`config.mk`:
```
export PLATFORM = sky130hd
export DESIGN_NAME = dhp_homing_monitor
export DESIGN_NICKNAME = d
export VERILOG_FILES = /design/src/dhp_pkg.sv /design/src/dhp_homing_monitor.sv /design/src/dhp_pos_loop.sv
export SDC_FILE = /design/constraint.sdc
export NUM_CORES = 2
export LEC_CHECK = 0
export ABC_AREA = 1
export BUFFER_PORTS_ARGS = -buffer_cell sky130_fd_sc_hd__buf_4
export CAP_MARGIN = 25
export CORE_MARGIN = 2
export CORE_UTILIZATION = 45
export CTS_BUF_LIST = sky130_fd_sc_hd__clkbuf_4
export DETAILED_ROUTE_END_ITERATION = 10
export MAX_ROUTING_LAYER = met4
export PLACE_DENSITY = 0.61
export SETUP_SLACK_MARGIN = 0.2
export SLEW_MARGIN = 30
export SYNTH_ARGS = -nofsm -noshare
export SYNTH_HDL_FRONTEND = slang
export SYNTH_SLANG_ARGS = --single-unit
```
`constraint.sdc`:
```
create_clock -name mclk -period 31 [get_ports mclk]
set_input_delay 6.2 -clock mclk [delete_from_list [all_inputs] [get_ports mclk]]
set_output_delay 6.2 -clock mclk [all_outputs]
set_load 0.01 [all_outputs]
```
`src/dhp_pkg.sv`:
```
`default_nettype none
package dhp_pkg;
	// clock and the millisecond time base
	localparam int CLK_HZ = 50_000_000;
	localparam int MS_PER_HZ = 1000;
	localparam int TICK_MS = 1;
	localparam int TICK_CYCLES = CLK_HZ / MS_PER_HZ * TICK_MS;

	// object indices
	localparam logic [15:0] IDX_DEMAND = 16'h6062;
	localparam logic [15:0] IDX_MEAS_INC = 16'h6063;
	localparam logic [15:0] IDX_MEAS_USER = 16'h6064;
	localparam logic [15:0] IDX_BAND = 16'h6065;
	localparam logic [15:0] IDX_TIMEOUT = 16'h6066;
	localparam logic [15:0] IDX_HOME_OFFSET = 16'h607C;
	localparam logic [15:0] IDX_METHOD = 16'h6098;
	localparam logic [15:0] IDX_EFFORT = 16'h60FA;

	// reset values
	localparam logic [31:0] RST_WORD = 32'h0000_0000;
	localparam logic [15:0] RST_TIMEOUT = 16'h0000;
	localparam logic [7:0] RST_METHOD = 8'h00;

	// status word bits
	localparam int STAT_FOLLOW_ERR = 13;
	localparam int STAT_HOME_DONE = 12;

	// position loop gain has this many fraction bits
	localparam int KP_FRAC = 8;

	// direction: right is increasing encoder count
	localparam logic DIR_LEFT = 1'b0;
	localparam logic DIR_RIGHT = 1'b1;

	// method codes with a meaning of their own
	localparam logic signed [7:0] M_NOIDX_FIRST = 8'sh11;
	localparam logic signed [7:0] M_NOIDX_LAST = 8'sh1E;
	localparam logic signed [7:0] M_NOIDX_SHIFT = 8'sh10;
	localparam logic signed [7:0] M_MOMENT_RIGHT_LAST = 8'sh0A;

	typedef enum {HK_NONE, HK_LIMNEG, HK_LIMPOS, HK_HOMESW, HK_MOMENT, HK_INDEX, HK_CURPOS} dhp_kind_e;

	typedef struct {
		dhp_kind_e kind;
		logic dirFinal;
		logic lvlFinal;
		logic dirInit;
		logic useIdx;
	} dhp_method_s;

	// user units to encoder increments; the position factor is a power of two
	function automatic logic [31:0] toInc(input logic [31:0] v, input logic [4:0] sh);
		return v << sh;
	endfunction : toInc

	// final approach direction and switch level reached at the home edge
	function automatic dhp_method_s decodeMethod(input logic signed [7:0] m);
		dhp_method_s r;
		logic signed [7:0] b;
		r.kind = HK_NONE;
		r.dirFinal = DIR_RIGHT;
		r.lvlFinal = 1'b0;
		r.dirInit = DIR_RIGHT;
		r.useIdx = 1'b1;
		b = m;
		if (m >= M_NOIDX_FIRST && m <= M_NOIDX_LAST) begin
			b = m - M_NOIDX_SHIFT;
			r.useIdx = 1'b0;
		end
		r.dirInit = (b <= M_MOMENT_RIGHT_LAST) ? DIR_RIGHT : DIR_LEFT;
		case (b)
			8'sh01: begin r.kind = HK_LIMNEG; r.dirFinal = DIR_RIGHT; r.lvlFinal = 1'b0; end
			8'sh02: begin r.kind = HK_LIMPOS; r.dirFinal = DIR_LEFT; r.lvlFinal = 1'b0; end
			8'sh03: begin r.kind = HK_HOMESW; r.dirFinal = DIR_LEFT; r.lvlFinal = 1'b0; end
			8'sh04: begin r.kind = HK_HOMESW; r.dirFinal = DIR_RIGHT; r.lvlFinal = 1'b1; end
			8'sh05: begin r.kind = HK_HOMESW; r.dirFinal = DIR_RIGHT; r.lvlFinal = 1'b0; end
			8'sh06: begin r.kind = HK_HOMESW; r.dirFinal = DIR_LEFT; r.lvlFinal = 1'b1; end
			8'sh07: begin r.kind = HK_MOMENT; r.dirFinal = DIR_LEFT; r.lvlFinal = 1'b0; end
			8'sh08: begin r.kind = HK_MOMENT; r.dirFinal = DIR_RIGHT; r.lvlFinal = 1'b1; end
			8'sh09: begin r.kind = HK_MOMENT; r.dirFinal = DIR_LEFT; r.lvlFinal = 1'b1; end
			8'sh0A: begin r.kind = HK_MOMENT; r.dirFinal = DIR_RIGHT; r.lvlFinal = 1'b0; end
			8'sh0B: begin r.kind = HK_MOMENT; r.dirFinal = DIR_RIGHT; r.lvlFinal = 1'b0; end
			8'sh0C: begin r.kind = HK_MOMENT; r.dirFinal = DIR_LEFT; r.lvlFinal = 1'b1; end
			8'sh0D: begin r.kind = HK_MOMENT; r.dirFinal = DIR_RIGHT; r.lvlFinal = 1'b1; end
			8'sh0E: begin r.kind = HK_MOMENT; r.dirFinal = DIR_LEFT; r.lvlFinal = 1'b0; end
			8'sh21: begin r.kind = HK_INDEX; r.dirFinal = DIR_LEFT; end
			8'sh22: begin r.kind = HK_INDEX; r.dirFinal = DIR_RIGHT; end
			8'sh23: r.kind = HK_CURPOS;
			default: r.kind = HK_NONE;
		endcase
		return r;
	endfunction : decodeMethod
endpackage : dhp_pkg
`default_nettype wire

```
`src/dhp_homing_monitor.sv`:
```
`timescale 1ns/1ps
`default_nettype none
module dhp_homing_monitor #(
	parameter int MS_CYCLES = dhp_pkg::TICK_CYCLES
) (
	// clock and reset
	input wire logic mclk,
	input wire logic rstn,
	// object access port
	input wire logic [15:0] objIndex,
	input wire logic objWrite,
	input wire logic objRead,
	input wire logic [31:0] objWrData,
	output logic [31:0] objRdData,
	output logic objAck,
	output logic objError,
	// axis hardware
	input wire logic [31:0] encCount,
	input wire logic indexPulse,
	input wire logic limNeg,
	input wire logic limPos,
	input wire logic homeSw,
	// trajectory generator, user units
	input wire logic [31:0] demandPos,
	// configuration
	input wire logic [4:0] posShift,
	input wire logic [15:0] kpGain,
	input wire logic [31:0] effortMax,
	input wire logic [31:0] effortStepMax,
	input wire logic homeStart,
	// motion command
	output logic moveEn,
	output logic moveDir,
	output logic moveFast,
	output logic signed [31:0] controlEffort,
	// status
	output logic [15:0] statusWord,
	output logic homingActive
);
	typedef enum {HS_IDLE, HS_FIND, HS_PRE, HS_EDGE, HS_INDEX} dhp_home_state_e;

	// software objects
	logic [31:0] band;
	logic [15:0] timeoutMs;
	logic [31:0] homeOffset;
	logic signed [7:0] homingMethod;
	// readback copies
	logic [31:0] demandReg;
	logic [31:0] measIncReg;
	logic [31:0] measUserReg;

	// homing
	dhp_home_state_e state;
	dhp_home_state_e next_state;
	logic next_dir;
	logic captureNow;
	logic signed [7:0] activeMethod;
	dhp_pkg::dhp_method_s startCfg;
	dhp_pkg::dhp_method_s cfg;
	logic startSig;
	logic curSig;
	logic limAhead;
	logic [31:0] zeroPos;
	logic homingDone;

	// tracking supervision
	logic [31:0] demandInc;
	logic signed [31:0] trackErr;
	logic [31:0] trackAbs;
	logic outOfBand;
	logic [31:0] msDiv;
	logic [16:0] msElapsed;
	logic followErr;

	// the switch that a method watches
	function automatic logic pickSignal(input dhp_pkg::dhp_kind_e k, input logic ln,
		input logic lp, input logic hs);
		logic s;
		s = hs;
		if (k == dhp_pkg::HK_LIMNEG) begin
			s = ln;
		end else if (k == dhp_pkg::HK_LIMPOS) begin
			s = lp;
		end
		return s;
	endfunction : pickSignal

	assign startCfg = dhp_pkg::decodeMethod(homingMethod);
	assign cfg = dhp_pkg::decodeMethod(activeMethod);
	assign startSig = pickSignal(startCfg.kind, limNeg, limPos, homeSw);
	assign curSig = pickSignal(cfg.kind, limNeg, limPos, homeSw);
	assign limAhead = (moveDir == dhp_pkg::DIR_RIGHT) ? limPos : limNeg;

	// homing sequencer
	always_comb begin
		next_state = state;
		next_dir = moveDir;
		captureNow = 1'b0;
		unique case (state)
			HS_IDLE: begin
				if (homeStart) begin
					unique case (startCfg.kind)
						dhp_pkg::HK_NONE: next_state = HS_IDLE;
						dhp_pkg::HK_CURPOS: captureNow = 1'b1;
						dhp_pkg::HK_INDEX: begin
							next_state = HS_INDEX;
							next_dir = startCfg.dirFinal;
						end
						dhp_pkg::HK_MOMENT: begin
							if (!startSig) begin
								next_state = HS_FIND;
								next_dir = startCfg.dirInit;
							end else if (startCfg.lvlFinal) begin
								next_state = HS_PRE;
								next_dir = ~startCfg.dirFinal;
							end else begin
								next_state = HS_EDGE;
								next_dir = startCfg.dirFinal;
							end
						end
						default: begin
							// limit and level switches: leave the final level first if the axis starts at it
							if (startSig == startCfg.lvlFinal) begin
								next_state = HS_PRE;
								next_dir = ~startCfg.dirFinal;
							end else begin
								next_state = HS_EDGE;
								next_dir = startCfg.dirFinal;
							end
						end
					endcase
				end
			end
			HS_FIND: begin
				if (curSig) begin
					next_state = cfg.lvlFinal ? HS_PRE : HS_EDGE;
					next_dir = cfg.lvlFinal ? ~cfg.dirFinal : cfg.dirFinal;
				end else if (limAhead) begin
					next_dir = ~moveDir;
				end
			end
			HS_PRE: begin
				if (curSig != cfg.lvlFinal) begin
					next_state = HS_EDGE;
					next_dir = cfg.dirFinal;
				end else if (cfg.kind == dhp_pkg::HK_MOMENT && limAhead) begin
					next_dir = ~moveDir;
				end
			end
			HS_EDGE: begin
				if (curSig == cfg.lvlFinal) begin
					if (cfg.useIdx) begin
						next_state = HS_INDEX;
					end else begin
						next_state = HS_IDLE;
						captureNow = 1'b1;
					end
				end
			end
			HS_INDEX: begin
				if (indexPulse) begin
					next_state = HS_IDLE;
					captureNow = 1'b1;
				end
			end
		endcase
	end

	always_ff @(posedge mclk) begin
		if (!rstn) begin
			state <= HS_IDLE;
			moveDir <= dhp_pkg::DIR_RIGHT;
			moveEn <= 1'b0;
			moveFast <= 1'b0;
			homingActive <= 1'b0;
			activeMethod <= dhp_pkg::RST_METHOD;
		end else begin
			state <= next_state;
			moveDir <= next_dir;
			// motion ends in the cycle after capture
			moveEn <= (next_state != HS_IDLE);
			// switch search at fast speed, edge and index approach slow
			moveFast <= (next_state == HS_FIND) || (next_state == HS_PRE);
			homingActive <= (next_state != HS_IDLE);
			if (state == HS_IDLE && homeStart) begin
				activeMethod <= homingMethod;
			end
		end
	end

	// home capture and zero point
	always_ff @(posedge mclk) begin
		if (!rstn) begin
			zeroPos <= dhp_pkg::RST_WORD;
			homingDone <= 1'b0;
		end else if (captureNow) begin
			zeroPos <= encCount + dhp_pkg::toInc(homeOffset, posShift);
			homingDone <= 1'b1;
		end else if (state == HS_IDLE && homeStart && startCfg.kind != dhp_pkg::HK_NONE) begin
			homingDone <= 1'b0;
		end
	end

	// tracking supervision
	always_comb begin
		demandInc = dhp_pkg::toInc(demandPos, posShift) + zeroPos;
		trackErr = signed'(encCount - demandInc);
		trackAbs = trackErr[31] ? 32'(-trackErr) : 32'(trackErr);
		outOfBand = trackAbs > dhp_pkg::toInc(band, posShift);
	end

	// the ms time base restarts at each excursion so the first ms is whole
	always_ff @(posedge mclk) begin
		if (!rstn) begin
			msDiv <= dhp_pkg::RST_WORD;
			msElapsed <= '0;
		end else if (!outOfBand) begin
			msDiv <= dhp_pkg::RST_WORD;
			msElapsed <= '0;
		end else if (msDiv == 32'(MS_CYCLES - 1)) begin
			msDiv <= dhp_pkg::RST_WORD;
			if (!msElapsed[16]) begin
				msElapsed <= msElapsed + 17'h0_0001;
			end
		end else begin
			msDiv <= msDiv + 32'h0000_0001;
		end
	end

	always_ff @(posedge mclk) begin
		if (!rstn) begin
			followErr <= 1'b0;
		end else begin
			followErr <= outOfBand && (msElapsed > {1'b0, timeoutMs});
		end
	end

	always_ff @(posedge mclk) begin
		if (!rstn) begin
			statusWord <= 16'h0000;
		end else begin
			statusWord <= 16'h0000;
			statusWord[dhp_pkg::STAT_FOLLOW_ERR] <= followErr;
			statusWord[dhp_pkg::STAT_HOME_DONE] <= homingDone;
		end
	end

	// readback copies of the live positions
	always_ff @(posedge mclk) begin
		if (!rstn) begin
			demandReg <= dhp_pkg::RST_WORD;
			measIncReg <= dhp_pkg::RST_WORD;
			measUserReg <= dhp_pkg::RST_WORD;
		end else begin
			demandReg <= demandPos;
			measIncReg <= encCount;
			measUserReg <= 32'(signed'(encCount - zeroPos) >>> posShift);
		end
	end

	// object writes; read-only and unknown indices are refused
	always_ff @(posedge mclk) begin
		if (!rstn) begin
			band <= dhp_pkg::RST_WORD;
			timeoutMs <= dhp_pkg::RST_TIMEOUT;
			homeOffset <= dhp_pkg::RST_WORD;
			homingMethod <= dhp_pkg::RST_METHOD;
		end else if (objWrite) begin
			unique case (objIndex)
				dhp_pkg::IDX_BAND: band <= objWrData;
				dhp_pkg::IDX_TIMEOUT: timeoutMs <= objWrData[15:0];
				dhp_pkg::IDX_HOME_OFFSET: homeOffset <= objWrData;
				dhp_pkg::IDX_METHOD: homingMethod <= objWrData[7:0];
				default: ;
			endcase
		end
	end

	always_ff @(posedge mclk) begin
		if (!rstn) begin
			objRdData <= dhp_pkg::RST_WORD;
			objAck <= 1'b0;
			objError <= 1'b0;
		end else begin
			objAck <= 1'b0;
			objError <= 1'b0;
			if (objWrite) begin
				unique case (objIndex)
					dhp_pkg::IDX_BAND, dhp_pkg::IDX_TIMEOUT,
					dhp_pkg::IDX_HOME_OFFSET, dhp_pkg::IDX_METHOD: objAck <= 1'b1;
					default: objError <= 1'b1;
				endcase
			end else if (objRead) begin
				objAck <= 1'b1;
				unique case (objIndex)
					dhp_pkg::IDX_DEMAND: objRdData <= demandReg;
					dhp_pkg::IDX_MEAS_INC: objRdData <= measIncReg;
					dhp_pkg::IDX_MEAS_USER: objRdData <= measUserReg;
					dhp_pkg::IDX_BAND: objRdData <= band;
					dhp_pkg::IDX_TIMEOUT: objRdData <= {16'h0000, timeoutMs};
					dhp_pkg::IDX_HOME_OFFSET: objRdData <= homeOffset;
					dhp_pkg::IDX_METHOD: objRdData <= 32'(homingMethod);
					dhp_pkg::IDX_EFFORT: objRdData <= controlEffort;
					default: begin
						objRdData <= dhp_pkg::RST_WORD;
						objAck <= 1'b0;
						objError <= 1'b1;
					end
				endcase
			end
		end
	end

	dhp_pos_loop uLoop (
		.mclk(mclk),
		.rstn(rstn),
		.demandInc(demandInc),
		.measInc(encCount),
		.kpGain(kpGain),
		.effortMax(effortMax),
		.effortStepMax(effortStepMax),
		.effort(controlEffort)
	);
endmodule : dhp_homing_monitor
`default_nettype wire

```
`src/dhp_pos_loop.sv`:
```
`timescale 1ns/1ps
`default_nettype none
module dhp_pos_loop (
	// clock and reset
	input wire logic mclk,
	input wire logic rstn,
	// loop inputs, both in increments
	input wire logic [31:0] demandInc,
	input wire logic [31:0] measInc,
	// tuning
	input wire logic [15:0] kpGain,
	input wire logic [31:0] effortMax,
	input wire logic [31:0] effortStepMax,
	// loop output
	output logic signed [31:0] effort
);
	typedef logic signed [49:0] dhp_wide_t;

	// limits are taken as magnitudes; top bit of lim is ignored to keep the result in 32 bits
	function automatic dhp_wide_t clampSym(input dhp_wide_t v, input logic [31:0] lim);
		dhp_wide_t l;
		l = dhp_wide_t'({1'b0, lim[30:0]});
		if (v > l) begin
			return l;
		end else if (v < -l) begin
			return -l;
		end
		return v;
	endfunction : clampSym

	logic signed [31:0] posErr;
	dhp_wide_t rawEffort;
	dhp_wide_t stepped;
	dhp_wide_t next_effort;

	always_comb begin
		posErr = signed'(demandInc - measInc);
		rawEffort = (dhp_wide_t'(posErr) * dhp_wide_t'({1'b0, kpGain})) >>> dhp_pkg::KP_FRAC;
		stepped = rawEffort;
		// zero step limit leaves the relative limit off
		if (effortStepMax != dhp_pkg::RST_WORD) begin
			stepped = dhp_wide_t'(effort) + clampSym(rawEffort - dhp_wide_t'(effort), effortStepMax);
		end
		next_effort = clampSym(stepped, effortMax);
	end

	always_ff @(posedge mclk) begin
		if (!rstn) begin
			effort <= signed'(dhp_pkg::RST_WORD);
		end else begin
			effort <= next_effort[31:0];
		end
	end
endmodule : dhp_pos_loop
`default_nettype wire
```
Word level (Yosys, flattened, before mapping)
Cells that the tools add are included.

word-level totals
  register bits = 392

cells by class
  add/subtract/negate cells = 14
  multiply operators = 1
  $lt $le $gt $ge = 11
  equality and inequality tests = 64
  shift operators = 4
  muxes and demuxes = 69
  bitwise operators = 5
  reductions and logical operators = 37

operator list
  kind                                             count
  two-way mux 32 bit                               9
  case mux 32 bit (8 select lines)                 1
  two-way mux 50 bit                               5
  == test 32 x 3 -> 1 bit, second input constant   7
  == test 32 x 2 -> 1 bit, second input constant   5
  case mux 32 bit (5 select lines)                 1
  == test 16 x 15 -> 1 bit, second input constant  8
  case mux 32 bit (4 select lines)                 1
  == test 8 x 4 -> 1 bit, second input constant    14
  > comparator 50 x 32 -> 1 bit                    2
  < comparator 50 bit                              2
  negator 31 -> 50 bit                             2
  zero test 32 bit                                 3
  nonzero test 32 bit                              3
  << shifter 32 x 5 -> 32 bit                      3
  subtractor 32 bit                                3
  adder 32 bit                                     2
  == test 8 x 3 -> 1 bit, second input constant    8
  adder 32 x 50 -> 50 bit                          1
  multiplier 32 x 17 -> 49 bit                     1
  == test 8 x 6 -> 1 bit, second input constant    6
  two-way mux 1 bit                                42
  subtractor 41 x 32 -> 42 bit                     1
  OR reduction 8 bit                               5
  36 further kinds                                 70

Longest topological paths before layout
  word-level depth = 17
  depth in mapped cells = 135
  depth with buffers taken out = 130

Cells and area by module
A second synthesis with hierarchy kept.

unflattened totals
  cell total of the unflattened synthesis = 9,983
  area, all modules = 64,329.2 um^2

modules (own cells, without submodules)
  module              instances  cells an instance  area an instance (um^2)
  dhp_pos_loop        1          5,067              34,241.6
  dhp_homing_monitor  1          4,916              30,087.6

Worst setup path after synthesis
Ideal clock, no wire load.

  path kind = in2reg
  start = input port posShift[1]
  end = register uLoop.effort[25]
  setup time = 115 ps
  arrival = 24,375 ps
  required time = 30,885 ps
  path slack = 6,511 ps
  stages = 117
  path through = inv_1 clkbuf_1 clkbuf_1 clkbuf_1 clkbuf_1 nand4_1 nor2_1 ha_1 inv_1 fa_1 o21ai_0 nand2_1 o211ai_1 nand2_1 nand2_1 nand2_1 nand2_1 nand2_1 (+81 left out) nand3_1 nand2_1 buf_2 inv_1 ha_1 nand2_1 inv_1 nand3_1 nor4_1 inv_1 nor2_2 nand3_1 nand4_2 xor2_4 nand2_4 buf_2 o21ai_1 nor2_1

between the ends
  cells in the longest elaborated chain, start to end = 17
  elaborated cells on any way between the ends = 21

RTL lines
  item                              line                       source
  from (decl)                       dhp_homing_monitor.sv:26   input wire logic [4:0] posShift,
  << shifter 32 x 5 -> 32 bit (*)   dhp_pkg.sv:53              return v << sh;
  adder 32 bit (*)                  dhp_homing_monitor.sv:206  demandInc = dhp_pkg::toInc(demandPos, posShift) + zeroPos;
  subtractor 32 bit (*)             dhp_pos_loop.sv:37         posErr = signed'(demandInc - measInc);
  multiplier 32 x 17 -> 49 bit (*)  dhp_pos_loop.sv:38         rawEffort = (dhp_wide_t'(posErr) * dhp_wide_t'({1'b0, kpGain})) >>> dhp_pkg::KP_FRAC;
  subtractor 41 x 32 -> 42 bit      dhp_pos_loop.sv:42         stepped = dhp_wide_t'(effort) + clampSym(rawEffort - dhp_wide_t'(effort), effortStepMax);
  < comparator 50 bit               dhp_pos_loop.sv:25         end else if (v < -l) begin
  two-way mux 1 bit                 dhp_pos_loop.sv:25
  two-way mux 1 bit                 dhp_pos_loop.sv:23         if (v > l) begin
  two-way mux 1 bit                 dhp_pos_loop.sv:41         if (effortStepMax != dhp_pkg::RST_WORD) begin
  two-way mux 50 bit                dhp_pos_loop.sv:28         return v;
  two-way mux 50 bit                dhp_pos_loop.sv:41
  adder 32 x 50 -> 50 bit           dhp_pos_loop.sv:42
  two-way mux 50 bit (*)            dhp_pos_loop.sv:41
  < comparator 50 bit               dhp_pos_loop.sv:25
  two-way mux 1 bit                 dhp_pos_loop.sv:25
  two-way mux 1 bit                 dhp_pos_loop.sv:23
  two-way mux 32 bit (*)            dhp_pos_loop.sv:28
  to (signal assigned)              dhp_pos_loop.sv:49         effort <= signed'(dhp_pkg::RST_WORD);
  to (signal assigned)              dhp_pos_loop.sv:51         effort <= next_effort[31:0];
  to (decl)                         dhp_pos_loop.sv:15         output logic signed [31:0] effort

Every way passes the cells marked *; elsewhere a longest branch is shown, timed or not. The select of a mux whose other input is x is not followed.
A chain may end at the register's enable or synchronous reset.

Worst setup path in the final report
  start = input port posShift[2]
  end = register uLoop.effort[15]

Same word-level chain as after synthesis.

==> impl_metrics.yaml <==
hold_path:
  hp-class: "flip-flop to flip-flop"
  worstHoldStart: "homingDone$_SDFFE_PN0P_"
global_route:
  first_global_vias: 63200
  grt_util_all_layers_pct: 37.9
  overflow: 0
  antenna_found_initial: 11
  grt_pass1_wl_um: 393000
  grt_max_degree: 101
clock_network:
  clock_latency_ns: 1.08
  clock-sinks: 378
  htree_levels: 3
  cts_setup_buffers: 0
  hold_buffers: 0
  cts_buffers: 111
  cts_root_buf: "clkbuf_4"
  cts-resized-gates: 0
  cts.clk_slew.worst_paths_ns: 0.07
  cts_buffer_depth: 3
  cts_tree: "done"
die:
  die_y_um: 378
  core_region_area_mm2: 0.139
  rows: 137
  die_x_um: 378
  initial_utilization_pct: 45.2
  ios: 292
  dieArea_mm2: 0.143
sta:
  finalHoldViolations: 0
  fmax_ghz: 0.0349
  max-slew-margin-rel_pct: 26.7
  tightestPinTransition_ns: 1.09
  rsz0062_at_grt: "false"
  fin_crit_sh_pct: 92.3
  finClkSkew_ns: 0.161
  setup_tns_ns: 0
  setup_viol: 0
  drv_slew: 0
  layout_min_cycle_time_ns: 28.63
detailed_routing:
  vias: 66400
  drc: 0
  routed_wl_um: 268000
  drtPass1Iterations: 6
  dr.first_iter.drc_count: 6156
  antenna_left: 0
  wl_per_cell_um: 22.6
  viasPerCell: 5.60
yosys:
  synthDominantCellAreaShare_pct: 15.5
  yosysSeqAreaShare_pct: 12.0
  synthCells: 9755
  yosysTopAreaCell: "fa_1"
  synth.most_common_cell: "nand2_1"
  synth_edf_count: 0
  synth_ff_type: "dfxtp_1"
  ys_async_sr_fraction_pct: 0
  synthTopCellsByArea: "fa_1, nand2_1, dfxtp_1"
  synthTopCellsByCount: "nand2_1, inv_1, nor2_1, o21ai_0, a21oi_1"
  synth_warnings: 0
  avgSynthCellArea_um2: 6.44
  ys_ff_latch: 378
  yosysUniqueCellTypes: 70
  syn_area_mm2: 0.0628
critical_path:
  reg2reg_from: "zeroPos[1]$_SDFFE_PN0P_"
  path_common_cell: "nand2_1"
  rr_worst_depth: 116
  timing.rr.end: "uLoop.effort[15]$_SDFF_PN0_"
  worstSetupEndpoint: "uLoop.effort[15]$_SDFF_PN0_"
  crit_path_max_incr_delay_ns: 0.99
  path_max_fanout: 55
  start_kind: "primary input"
  crit_slowest_cell: "fa_1"
  worstSetupStartpoint: "posShift[2]"
  rrSetupSlack_ns: 9.26
  crit_type: "primary input to flip-flop"
  worstPathRequired_ns: 31.93
  critPathArrivalTime_ns: 29.56
  endpoint_kind: "flip-flop"
run:
  maxCapViolations: 0
finish:
  layout.nets: 11100
  layout-drive-gt1-share_pct: 6.41
  syn2layout_area_growth_pct: 8.13
placement:
  gp_congestion: 1.05
  post-dp-hpwl_um: 223000
  io_buffers: 276
run_status:
  status: "completed"
## stage by stage
stage                     std cells  worst slack, ns  utilization [%]  hold slack [ns]  instance area, um^2
final                         11900             2.37             48.9            0.428                67900
after detailed placement      11600             1.93             47.8            0.420                66500
after global routing          11800            0.881             48.9            0.457                67900
after CTS                     11800             2.91             48.8            0.443                67900
after floorplan                9768             6.51                -            0.390                62900
after global placement        11600             2.03             47.8            0.420                66400
## worst min path at each step
stage	end	cells past startpoint
after floorplan	statusWord[13]$_SDFF_PN0_	2
after global routing	statusWord[12]$_SDFF_PN0_	2
after global placement	statusWord[12]$_SDFF_PN0_	2
after CTS	statusWord[12]$_SDFF_PN0_	2
after detailed placement	statusWord[12]$_SDFF_PN0_	2
final	statusWord[12]$_SDFF_PN0_	2
## worst max-delay path, delay by kind of cell
kind,cells,cell delay (ns)
XOR/XNOR,3,0.96
adder cells (fa/ha/maj),14,6.45
AND/OR/NAND/NOR,58,7.24
AO/OA/AOI/OAI,25,5.52
buffers and inverters,18,3.01
## sequential cells by signal (all words and copies together), names as in the netlist, 16 cells and up
name,flops
band,32
demandReg,32
homeOffset,32
measIncReg,32
measUserReg,32
msDiv,32
msElapsed,17
objRdData,32
state,32
timeoutMs,16
uLoop.effort,32
zeroPos,32
## layer usage
| metal | wire [um] | up-vias | global-route usage, % |
|---|---|---|---|
| met5 | 0 | - | - |
| met4 | 18400 | 0 | 21.9 |
| met3 | 19000 | 655 | 4.84 |
| met2 | 121000 | 2782 | 60.0 |
| met1 | 109000 | 31400 | 46.5 |
| li1 | - | 31500 | - |
## final cells by class
| cell class | count | area, um^2 |
|---|---|---|
| Fill cell | 14800 | 71100 |
| Clock inverter | 37 | 203 |
| Antenna cell | 12 | 30.0 |
| Multi-Input combinational cell | 7220 | 47100 |
| Tap cell | 1876 | 2350 |
| Clock buffer | 158 | 1190 |
| Timing Repair Buffer | 344 | 2640 |
| Sequential cell | 378 | 7570 |
| Inverter | 1826 | 6870 |
## placed cells by master (no fill, tap or decap), types with 36 or more instances in the layout
master | Yosys | final
nand2_1 | 2107 | 2107
inv_1 | 1796 | 1793
nor2_1 | 1030 | 1028
o21ai_0 | 715 | 714
a21oi_1 | 587 | 587
ha_1 | 570 | 570
fa_1 | 487 | 486
nand3_1 | 391 | 391
dfxtp_1 | 378 | 378
buf_4 | 16 | 340
xor2_1 | 218 | 214
clkbuf_4 | 0 | 158
nor3_1 | 137 | 137
a211oi_1 | 113 | 113
nand4_1 | 104 | 104
xnor2_1 | 94 | 94
a31oi_1 | 70 | 70
nor4_1 | 59 | 59
mux2i_1 | 57 | 57
o211ai_1 | 53 | 53
or2_2 | 44 | 44
clkinv_1 | 13 | 40
o21ai_1 | 35 | 36
## cell families after synthesis
family / count (synthesis) / share of synthesized area (%)
AOI/OAI and AO/OA: 1822 / 16.5
muxes: 57 / 0.908
DFF: 378 / 12.0
xor gates and xnor gates: 313 / 4.39
other: 1 / 0.00597
buffers and inverters: 2170 / 13.2
adders and majority gates: 1057 / 26.9
and+or+nand+nor: 3957 / 26.1
Power is left out: the tool's default activity adds up to more than one toggle a clock period on the data nets, which glitch-free logic cannot reach.
